==> config.mk <==
export PLATFORM = sky130hd
export DESIGN_NAME = sbt_core
export DESIGN_NICKNAME = d
export VERILOG_FILES = /design/src/sbt_core.v
export VERILOG_INCLUDE_DIRS = /design/src
export SDC_FILE = /design/constraint.sdc
export NUM_CORES = 1
export LEC_CHECK = 0
export BUFFER_PORTS_ARGS = -buffer_cell sky130_fd_sc_hd__buf_4
export CAP_MARGIN = 30
export CORE_MARGIN = 10
export CORE_UTILIZATION = 50
export DETAILED_ROUTE_END_ITERATION = 6
export GPL_ROUTABILITY_DRIVEN = 1
export PLACE_DENSITY = 0.79
export SKIP_CTS_REPAIR_TIMING = 1
export SYNTH_ARGS = -nofsm -noshare
export SYNTH_HDL_FRONTEND = slang
export SYNTH_SLANG_ARGS = --single-unit
==> constraint.sdc <==
create_clock -name i_clk -period 4.16 [get_ports i_clk]
set_input_delay 0.832 -clock i_clk [delete_from_list [all_inputs] [get_ports i_clk]]
set_output_delay 0.832 -clock i_clk [all_outputs]
set_load 0.01 [all_outputs]
==> src/sbt_defs.vh <==
// Constants for the sequential break trigger
`ifndef SBT_DEFS_VH
`define SBT_DEFS_VH

// Channel count and channel bit positions (bit n-1 carries channel n)
`define SBT_NCH 12
`define SBT_CH1 4'h0
`define SBT_CH2 4'h1
`define SBT_CH3 4'h2
`define SBT_CH4 4'h3
`define SBT_CH5 4'h4
`define SBT_CH6 4'h5
`define SBT_CH8 4'h7
`define SBT_CH9 4'h8
`define SBT_CH10 4'h9
`define SBT_CH11 4'ha

// Channel groups
`define SBT_CPU_CH_MASK 12'he3f
`define SBT_SB_CH_MASK 12'h180

// CPU sequencing modes
`define SBT_CPU_OFF 4'h0
`define SBT_CPU_P21 4'h1
`define SBT_CPU_P43 4'h2
`define SBT_CPU_P65 4'h3
`define SBT_CPU_P1110 4'h4
`define SBT_CPU_C3 4'h5
`define SBT_CPU_C8 4'ha
`define SBT_CPU_EXT 4'hb

// System-bus sequencing modes
`define SBT_SB_OFF 2'h0
`define SBT_SB_98 2'h1
`define SBT_SB_89 2'h2
`define SBT_SB_EXT 2'h3

// Prerequisite select codes: 1..12 name a channel
`define SBT_PRE_NONE 4'h0
`define SBT_PRE_LAST_CH 4'hc
`define SBT_PRE_FLAG 4'hd

// Flag action codes
`define SBT_ACT_KEEP 2'h0
`define SBT_ACT_SET 2'h1
`define SBT_ACT_CLR 2'h2

// Per-channel configuration field widths
`define SBT_SEL_W 4
`define SBT_ACT_W 2

// Chain geometry
`define SBT_PAIR_LEN 4'h2
`define SBT_LONGEST_CHAIN 4'h8
`define SBT_CHAIN_BASE_LEN 4'h3
`define SBT_FLAG_RESET 1'b0

`endif

==> src/sbt_core.v <==
// Sequential break trigger: orders channel hits into program break requests
`timescale 1ns/100ps
`include "sbt_defs.vh"

// Notes on behaviour
// - Pair mode: channel 2 then 1 breaks
// - Pair mode: channel 4 then 3 breaks
// - Pair mode: channel 6 then 5 breaks
// - Pair mode: channel 11 then 10 breaks
// - Chain: 3, 2, 1 in order breaks
// - Chain: 4, 3, 2, 1 in order breaks
// - Chain: 5 down to 1 breaks
// - Chain: 6 down to 1 breaks
// - Chain: 10, then 6 down to 1
// - Chain: 11, 10, then 6 down to 1
// - Extended CPU mode allows any prerequisite combination
// - Channel prerequisite must have hit already
// - Flag prerequisite needs the sequence flag set
// - A prerequisite channel never breaks itself
// - Accepted CPU-channel hit sets, clears or keeps flag
// - Break returns the sequence flag to reset
// - System-bus channels get the same extended mode
module sbt_core (
    // Clock and reset
    input wire i_clk,
    input wire i_resetn,
    // Channel events from the comparators, bit n-1 is channel n
    input wire [11:0] i_hit,
    input wire [11:0] i_ch_valid,
    // Mode selection
    input wire [3:0] i_cpu_mode,
    input wire [1:0] i_sb_mode,
    // Extended mode configuration, four bits and two bits per channel
    input wire [47:0] i_prereq_sel,
    input wire [23:0] i_flag_action,
    // Break request and status
    output reg o_break,
    output reg [11:0] o_break_cause,
    output reg o_cpu_flag,
    output reg [2:0] o_cpu_stage,
    output reg o_sb_armed,
    output reg [11:0] o_ext_done
);

    // States of the fixed system-bus order
    localparam SB_IDLE = 1'b0;
    localparam SB_ARMED = 1'b1;

    // Length of the fixed CPU order selected by a mode, zero when none
    function [3:0] sbt_chain_len;
        input [3:0] mode;
        begin
            if (mode >= `SBT_CPU_P21 && mode <= `SBT_CPU_P1110) begin
                sbt_chain_len = `SBT_PAIR_LEN;
            end else if (mode >= `SBT_CPU_C3 && mode <= `SBT_CPU_C8) begin
                sbt_chain_len = mode - `SBT_CPU_C3 + `SBT_CHAIN_BASE_LEN;
            end else begin
                sbt_chain_len = 4'h0;
            end
        end
    endfunction

    // Channel that the fixed order expects at a given stage
    function [3:0] sbt_chain_ch;
        input [3:0] mode;
        input [2:0] stage;
        reg [3:0] pos;
        begin
            pos = 4'h0;
            sbt_chain_ch = `SBT_CH1;
            case (mode)
                `SBT_CPU_P21: begin
                    sbt_chain_ch = (stage == 3'h0) ? `SBT_CH2 : `SBT_CH1;
                end
                `SBT_CPU_P43: begin
                    sbt_chain_ch = (stage == 3'h0) ? `SBT_CH4 : `SBT_CH3;
                end
                `SBT_CPU_P65: begin
                    sbt_chain_ch = (stage == 3'h0) ? `SBT_CH6 : `SBT_CH5;
                end
                `SBT_CPU_P1110: begin
                    sbt_chain_ch = (stage == 3'h0) ? `SBT_CH11 : `SBT_CH10;
                end
                default: begin
                    // Every long chain is the tail of the eight-channel one
                    pos = `SBT_LONGEST_CHAIN - sbt_chain_len(mode) + {1'b0, stage};
                    case (pos)
                        4'h0: sbt_chain_ch = `SBT_CH11;
                        4'h1: sbt_chain_ch = `SBT_CH10;
                        4'h2: sbt_chain_ch = `SBT_CH6;
                        4'h3: sbt_chain_ch = `SBT_CH5;
                        4'h4: sbt_chain_ch = `SBT_CH4;
                        4'h5: sbt_chain_ch = `SBT_CH3;
                        4'h6: sbt_chain_ch = `SBT_CH2;
                        default: sbt_chain_ch = `SBT_CH1;
                    endcase
                end
            endcase
        end
    endfunction

    // Sequence state
    reg [2:0] cpu_stage;
    reg sb_state;
    reg seq_flag;
    reg [11:0] done;
    // Mode copies from the last edge, compared to catch a change
    reg [3:0] cpu_mode_q;
    reg [1:0] sb_mode_q;

    // Hits only count on channels whose condition software has set up
    wire [11:0] hit_v;
    assign hit_v = i_hit & i_ch_valid;

    // A new mode abandons the recorded stages, bus state and marks, but not the sequence flag
    wire mode_change;
    assign mode_change = (i_cpu_mode != cpu_mode_q) || (i_sb_mode != sb_mode_q);

    // Steps in the cycle of a mode change are dropped as well: a stage or a
    // mark left by the old mode must never complete an order of the new one
    wire seq_live;
    assign seq_live = !mode_change;

    // Fixed CPU orders, one stage per cycle: two chain channels hitting
    // together advance a single stage
    wire [3:0] cpu_len;
    wire [3:0] cpu_want;
    wire cpu_fixed;
    wire cpu_step;
    wire cpu_last;
    wire cpu_fixed_brk;
    reg [2:0] next_cpu_stage;

    assign cpu_len = sbt_chain_len(i_cpu_mode);
    assign cpu_want = sbt_chain_ch(i_cpu_mode, cpu_stage);
    assign cpu_fixed = (cpu_len != 4'h0);
    // Only the expected channel advances; others are ignored, not penalised
    assign cpu_step = cpu_fixed && hit_v[cpu_want];
    assign cpu_last = ({1'b0, cpu_stage} == (cpu_len - 4'h1));
    assign cpu_fixed_brk = cpu_step && cpu_last
        && seq_live;

    always @* begin
        next_cpu_stage = cpu_stage;
        if (!cpu_fixed || mode_change) begin
            next_cpu_stage = 3'h0;
        end else if (cpu_step) begin
            if (cpu_last) begin
                next_cpu_stage = 3'h0;
            end else begin
                next_cpu_stage = cpu_stage + 3'h1;
            end
        end
    end

    // Fixed system-bus orders; both share one state, the mode only swaps
    // which channel comes first
    wire sb_fixed;
    wire sb_first;
    wire sb_second;
    wire [3:0] sb_second_ch;
    reg next_sb_state;
    reg sb_brk;

    assign sb_fixed = (i_sb_mode == `SBT_SB_98) || (i_sb_mode == `SBT_SB_89);
    assign sb_first = (i_sb_mode == `SBT_SB_98) ? hit_v[`SBT_CH9] : hit_v[`SBT_CH8];
    assign sb_second_ch = (i_sb_mode == `SBT_SB_98) ? `SBT_CH8 : `SBT_CH9;
    assign sb_second = hit_v[sb_second_ch];

    always @* begin
        next_sb_state = sb_state;
        sb_brk = 1'b0;
        if (!sb_fixed || mode_change) begin
            next_sb_state = SB_IDLE;
        end else begin
            case (sb_state)
                SB_IDLE: begin
                    // The second channel alone does nothing before the first
                    if (sb_first) begin
                        next_sb_state = SB_ARMED;
                    end
                end
                SB_ARMED: begin
                    if (sb_second) begin
                        sb_brk = 1'b1;
                        next_sb_state = SB_IDLE;
                    end
                end
                default: begin
                    next_sb_state = SB_IDLE;
                end
            endcase
        end
    end

    // Extended any-combination mode, one slice per channel
    wire [11:0] ext_mask;
    wire [11:0] accepted;
    wire [11:0] want_set;
    wire [11:0] want_clr;
    wire [143:0] pre_map;
    reg [11:0] is_prereq;
    wire [11:0] ext_brk_vec;
    wire ext_brk;

    assign ext_mask = ((i_cpu_mode == `SBT_CPU_EXT) ? `SBT_CPU_CH_MASK : 12'h000)
        | ((i_sb_mode == `SBT_SB_EXT) ? `SBT_SB_CH_MASK : 12'h000);

    // Field widths of the per-channel select and action words
    localparam SEL_W = `SBT_SEL_W;
    localparam ACT_W = `SBT_ACT_W;

    // Only CPU channels move the CPU sequence flag
    wire [11:0] flag_mask;
    assign flag_mask = `SBT_CPU_CH_MASK;

    genvar g;
    generate
        for (g = 0; g < `SBT_NCH; g = g + 1) begin : gen_ch
            wire [3:0] sel;
            wire [1:0] act;
            wire sel_is_ch;
            wire pre_ok;

            // Spare select codes never accept, so a stray value opens no break
            assign sel = i_prereq_sel[SEL_W*g +: SEL_W];
            assign act = i_flag_action[ACT_W*g +: ACT_W];
            assign sel_is_ch = (sel != `SBT_PRE_NONE) && (sel <= `SBT_PRE_LAST_CH);
            // Registered progress only: a same-cycle prerequisite hit is too late
            assign pre_ok = (sel == `SBT_PRE_NONE) ? 1'b1 :
                (sel == `SBT_PRE_FLAG) ? seq_flag :
                sel_is_ch ? done[sel - 4'h1] : 1'b0;
            assign accepted[g] = seq_live && ext_mask[g] && hit_v[g] && pre_ok;
            assign want_set[g] = accepted[g] && flag_mask[g] && (act == `SBT_ACT_SET);
            assign want_clr[g] = accepted[g] && flag_mask[g] && (act == `SBT_ACT_CLR);
            // Dependant map: bit k set when this channel waits on channel k+1
            assign pre_map[12*g+11:12*g] = (ext_mask[g] && sel_is_ch) ?
                (12'h001 << (sel - 4'h1)) : 12'h000;
        end
    endgenerate

    // Mark every channel that an active dependant names as its prerequisite
    integer d;
    always @* begin
        is_prereq = 12'h000;
        for (d = 0; d < `SBT_NCH; d = d + 1) begin
            is_prereq = is_prereq | pre_map[12*d +: 12];
        end
    end

    // A prerequisite only arms its dependant
    assign ext_brk_vec = accepted & ~is_prereq;
    assign ext_brk = |ext_brk_vec;

    // Break merge: paths that break in one cycle all show in the cause,
    // so software can tell a fixed order from an extended one
    wire next_break;
    reg [11:0] next_cause;

    assign next_break = cpu_fixed_brk || sb_brk || ext_brk;

    always @* begin
        next_cause = ext_brk_vec;
        if (cpu_fixed_brk) begin
            next_cause = next_cause | (12'h001 << cpu_want);
        end
        if (sb_brk) begin
            next_cause = next_cause | (12'h001 << sb_second_ch);
        end
    end

    // Sequence flag and extended progress
    reg next_flag;
    reg [11:0] next_done;

    always @* begin
        next_flag = seq_flag;
        // Break first, so a set in the breaking cycle cannot survive it
        if (next_break) begin
            next_flag = `SBT_FLAG_RESET;
        end else if (|want_set) begin
            // Set wins when two channels disagree in the same cycle
            next_flag = 1'b1;
        end else if (|want_clr) begin
            next_flag = 1'b0;
        end
    end

    // Only accepted hits mark progress; a refused hit leaves no trace
    always @* begin
        if (next_break || mode_change) begin
            next_done = 12'h000;
        end else begin
            next_done = done | accepted;
        end
    end

    // State registers
    always @(posedge i_clk or negedge i_resetn) begin
        if (!i_resetn) begin
            cpu_stage <= 3'h0;
            sb_state <= SB_IDLE;
            seq_flag <= `SBT_FLAG_RESET;
            done <= 12'h000;
            cpu_mode_q <= `SBT_CPU_OFF;
            sb_mode_q <= `SBT_SB_OFF;
        end else begin
            cpu_stage <= next_break ? 3'h0 : next_cpu_stage;
            sb_state <= next_break ? SB_IDLE : next_sb_state;
            seq_flag <= next_flag;
            done <= next_done;
            cpu_mode_q <= i_cpu_mode;
            sb_mode_q <= i_sb_mode;
        end
    end

    // Registered outputs, one cycle behind the deciding hit; the status
    // outputs mirror the state so progress can be watched from outside
    always @(posedge i_clk or negedge i_resetn) begin
        if (!i_resetn) begin
            o_break <= 1'b0;
            o_break_cause <= 12'h000;
            o_cpu_flag <= `SBT_FLAG_RESET;
            o_cpu_stage <= 3'h0;
            o_sb_armed <= 1'b0;
            o_ext_done <= 12'h000;
        end else begin
            o_break <= next_break;
            o_break_cause <= next_break ? next_cause : o_break_cause;
            o_cpu_flag <= next_flag;
            o_cpu_stage <= next_break ? 3'h0 : next_cpu_stage;
            o_sb_armed <= next_break ? 1'b0 : next_sb_state;
            o_ext_done <= next_done;
        end
    end

endmodule

==> key figures <==
Run status
  • Status: finished, violations left
  • Failing checks: DRC

Critical path
  • Reg-to-reg startpoint: cpu_stage[0]$_DFFE_PN0P_
  • Crit path DAT: 4.31 ns
  • Destination of the worst register-to-register timing path: o_break_cause[1]$_DFFE_PN0P_
  • Req. time, crit path: 4.33 ns
  • Critical path start-end classification: input port to register
  • R2R Setup Slk: 0.40 ns
  • Number of cells on the worst reg-to-reg path: 15
  • Sort of element at the end of the critical path: register
  • Type of origin of the critical path: input port
  • Maximum fanout encountered on the critical timing path: 16
  • Worst setup path start: i_cpu_mode[3]

Floorplanning
  • Area inside the core boundary: 16,000 um2
  • Starting density of the core: 0.513
  • Die height: 148 um
  • Area of the die: 21,900 um2
  • # IOs: 134
  • Count of standard-cell rows: 46
  • Die W: 148 um

Synthesis
  • Number of nets in the synthesized netlist: 1,284
  • Yosys reg bits: 35
  • Most area-consuming cells after synthesis: sky130_fd_sc_hd__ha_1 (12%), sky130_fd_sc_hd__dfrtp_1 (11%), sky130_fd_sc_hd__mux4_2 (4.9%), sky130_fd_sc_hd__nand2_1 (4.7%), sky130_fd_sc_hd__nor2_1 (3.3%)
  • Fraction of post-synthesis cell area in the top cell type by area: 0.116
  • Yosys Warn Count: 0
  • Post-synthesis instance area: 8200 um2
  • Commonest register cell after synthesis: sky130_fd_sc_hd__dfrtp_1
  • Post-synthesis sequential area ratio: 0.107
  • Number of distinct library cells after synthesis: 96
  • Cell type with the largest total area after synthesis: sky130_fd_sc_hd__ha_1
  • Number of enable flip-flop cells after synthesis: 0
  • Syn Inst Count: 1,103
  • Average footprint of a synthesized cell: 7.44 um2
  • FFs w/ async S/R, synth: 1.00

Drt
  • Wirelength, routed: 39.0 mm
  • Detailed router's first-iteration violation count: 1,582
  • Detailed-routing iteration count for the pre-antenna-repair pass: 7
  • Via count: 10.4k
  • Drt wl/cell: 25.6 um
  • Via-to-Cell Ratio: 6.83
  • DRC: 1
  • Number of nets with antenna violations after detailed routing: 0

Power and ir drop
  • Sw Share: 0.409
  • Power density of the placed cells: 155 nW/um2
  • Switching component of the power: 0.667 mW
  • Sequential cell fraction of total power: 0.225
  • Clock power frac: 0.227
  • Internal Power: 0.965 mW
  • Part of the power in combinational logic: 0.548
  • Static leakage: 4.65 nW
  • VDD IR max: 0.192 mV
  • Final Total Pwr: 1.63 mW

Clocking
  • Total CTS buffers: 5
  • Register clock-pin slew on the reported worst setup and hold paths: 0.06 ns
  • CTS max path bufs: 2
  • Clk Tree Root Cell: sky130_fd_sc_hd__clkbuf_16
  • CTS HTree Levels: 2
  • Worst skew pair latency: 0.28 ns
  • Count of clock tree sinks: 35
  • CTS tree: done

Placed design
  • Final Wtd Congestion: 1.07
  • Estimated wirelength of the detail-placed design: 31.5 mm
  • Count of buffers from port buffering: 120
  • Post-placement cell count: 1,514

Layout
  • Post-Route Utilization: 0.659
  • Diode count: 0
  • Fraction of final layout cells sized beyond drive strength 1: 0.287
  • Most frequent standard cell in the layout excluding fill and tap cells: sky130_fd_sc_hd__buf_4
  • Non-Filler Instances: 1,525
  • Filler Cell Count: 1,421
  • Area overhead of the layout relative to synthesis: 28.5%
  • Highest-count cells in the layout ignoring fill and taps: sky130_fd_sc_hd__buf_4 (269), sky130_fd_sc_hd__nand2_1 (102), sky130_fd_sc_hd__ha_1 (73), sky130_fd_sc_hd__nor2_1 (70), sky130_fd_sc_hd__inv_1 (65)
  • Final nets: 1,489

Timing
  • Tightest Pin Transition: 0.949 ns
  • Normalized max-slew margin: 0.367
  • Max Freq: 241 MHz
  • Number of max-slew violations in the final report: 0
  • Setup repair after global routing missed its margin: true
  • Post-layout minimum cycle time: 4.15 ns
  • Part of the cycle the worst path needs: 0.997
  • Worst clock skew: 0.00353 ns
  • Fin. Hold Viols: 0
  • Final setup violation count: 0

Global routing
  • Number of global-route vias before repair: 10.0k
  • Number of antenna violations at the first check in global routing: 0
  • Total track usage: 0.337
  • Global-route wire length before repair: 58.5 mm
  • Pin count of the biggest net entering global routing: 36
  • Final global-route overflow total: 0

Flow run
  • Max-cap violation count: 0

Min path
  • Hold crit path type: input port to async pin
-- kinds of logic after synthesis --
kind of cell | Yosys count | share of synthesized area
AO/OA/AOI/OAI | 314 | 0.284
multiplexers | 46 | 0.0862
AND/OR/NAND/NOR | 461 | 0.307
other | 1 | 0.000457
adder cells (fa/ha/maj) | 77 | 0.118
buffers and inverters | 143 | 0.0693
flip-flops | 35 | 0.107
XOR/XNOR | 26 | 0.0278
-- per-layer routing --
metal / global-route usage / routed length (um)
met2: 0.509 / 16500
met4: 0.156 / 2140
met1: 0.441 / 15800
met5: 0 / 0
met3: 0.0850 / 4610
-- registers in the layout (all words and copies together), names as in the netlist --
signal	cells
o_ext_done	11
cpu_stage	3
sb_state	1
o_break_cause	12
cpu_mode_q	4
o_break	1
o_cpu_flag	1
sb_mode_q	2
-- power groups by stage --
stage	registers [mW]	logic, mW	clock network (mW)
global placement	0.372	0.840	0
detailed placement	0.372	0.855	0
CTS	0.367	0.858	0.369
global route	0.368	0.956	0.388
floorplan	0.372	0.483	0
finish	0.368	0.894	0.370
-- worst max-delay path: stages --
cell and delay [ns]:
sky130_fd_sc_hd__buf_4 0.13, sky130_fd_sc_hd__buf_4 0.19, sky130_fd_sc_hd__nor2_1 0.24, sky130_fd_sc_hd__a2bb2oi_2 0.11
sky130_fd_sc_hd__o21ai_2 0.11, sky130_fd_sc_hd__fa_2 0.48, sky130_fd_sc_hd__or3_4 0.38, sky130_fd_sc_hd__and2_4 0.16
sky130_fd_sc_hd__o41ai_4 0.19, sky130_fd_sc_hd__buf_4 0.19, sky130_fd_sc_hd__mux2i_1 0.07, sky130_fd_sc_hd__o211a_1 0.24
sky130_fd_sc_hd__o211a_1 0.28, sky130_fd_sc_hd__nor4_4 0.25, sky130_fd_sc_hd__buf_12 0.16, sky130_fd_sc_hd__mux2_4 0.29
-- Yosys cell counts (14+ instances only) --
| master | instances |
|---|---|
| sky130_fd_sc_hd__and3_1 | 23 |
| sky130_fd_sc_hd__inv_1 | 68 |
| sky130_fd_sc_hd__o21ai_0 | 49 |
| sky130_fd_sc_hd__mux4_2 | 18 |
| sky130_fd_sc_hd__nor2b_1 | 14 |
| sky130_fd_sc_hd__nor2_1 | 72 |
| sky130_fd_sc_hd__nand2b_1 | 15 |
| sky130_fd_sc_hd__nand3_1 | 49 |
| sky130_fd_sc_hd__a31oi_1 | 29 |
| sky130_fd_sc_hd__nand2_1 | 102 |
| sky130_fd_sc_hd__ha_1 | 76 |
| sky130_fd_sc_hd__o211ai_1 | 15 |
| sky130_fd_sc_hd__clkbuf_1 | 60 |
| sky130_fd_sc_hd__dfrtp_1 | 35 |
| sky130_fd_sc_hd__xnor2_1 | 15 |
| sky130_fd_sc_hd__mux2i_1 | 20 |
| sky130_fd_sc_hd__nor4_1 | 17 |
| sky130_fd_sc_hd__a21oi_1 | 29 |
| sky130_fd_sc_hd__nand4_1 | 21 |
| sky130_fd_sc_hd__and2_1 | 14 |
| sky130_fd_sc_hd__nor3_1 | 37 |
-- stage by stage --
step                      TNS (ns)  setup WS, ns  hold WS, ns  cell area, um2
after floorplan              -3.69        -0.243        0.526            8340
after global placement       -6.07        -0.354        0.491           10300
after detailed placement     -9.31        -0.449        0.496           10300
after CTS                    -1.50        -0.167        0.508           10500
after global routing        -0.494        -0.101        0.534           10500
final                            0        0.0108        0.506           10500
-- how the worst max path moves through the flow --
| stage | depth (start not counted) | endpoint | slack [ns] |
|---|---|---|---|
| after floorplan | 17 | o_break_cause[1]$_DFFE_PN0P_ | -0.24 |
| after global placement | 18 | o_break_cause[9]$_DFFE_PN0P_ | -0.35 |
| after detailed placement | 18 | o_break_cause[1]$_DFFE_PN0P_ | -0.45 |
| after CTS | 18 | o_break_cause[1]$_DFFE_PN0P_ | -0.17 |
| after global routing | 17 | o_break_cause[1]$_DFFE_PN0P_ | -0.10 |
| final | 16 | o_break_cause[1]$_DFFE_PN0P_ | 0.01 |
-- cell type report --
class,count,area (um2),area share
sequential,35,876,0.0831
clock buffer,6,129,0.0122
tap,216,270,0.0256
clock inverter,2,12.5,0.00119
inverter,68,263,0.0249
timing repair buffer,273,2090,0.198
multi-input combinational,925,6900,0.655
(Power assumes the default switching activity.)
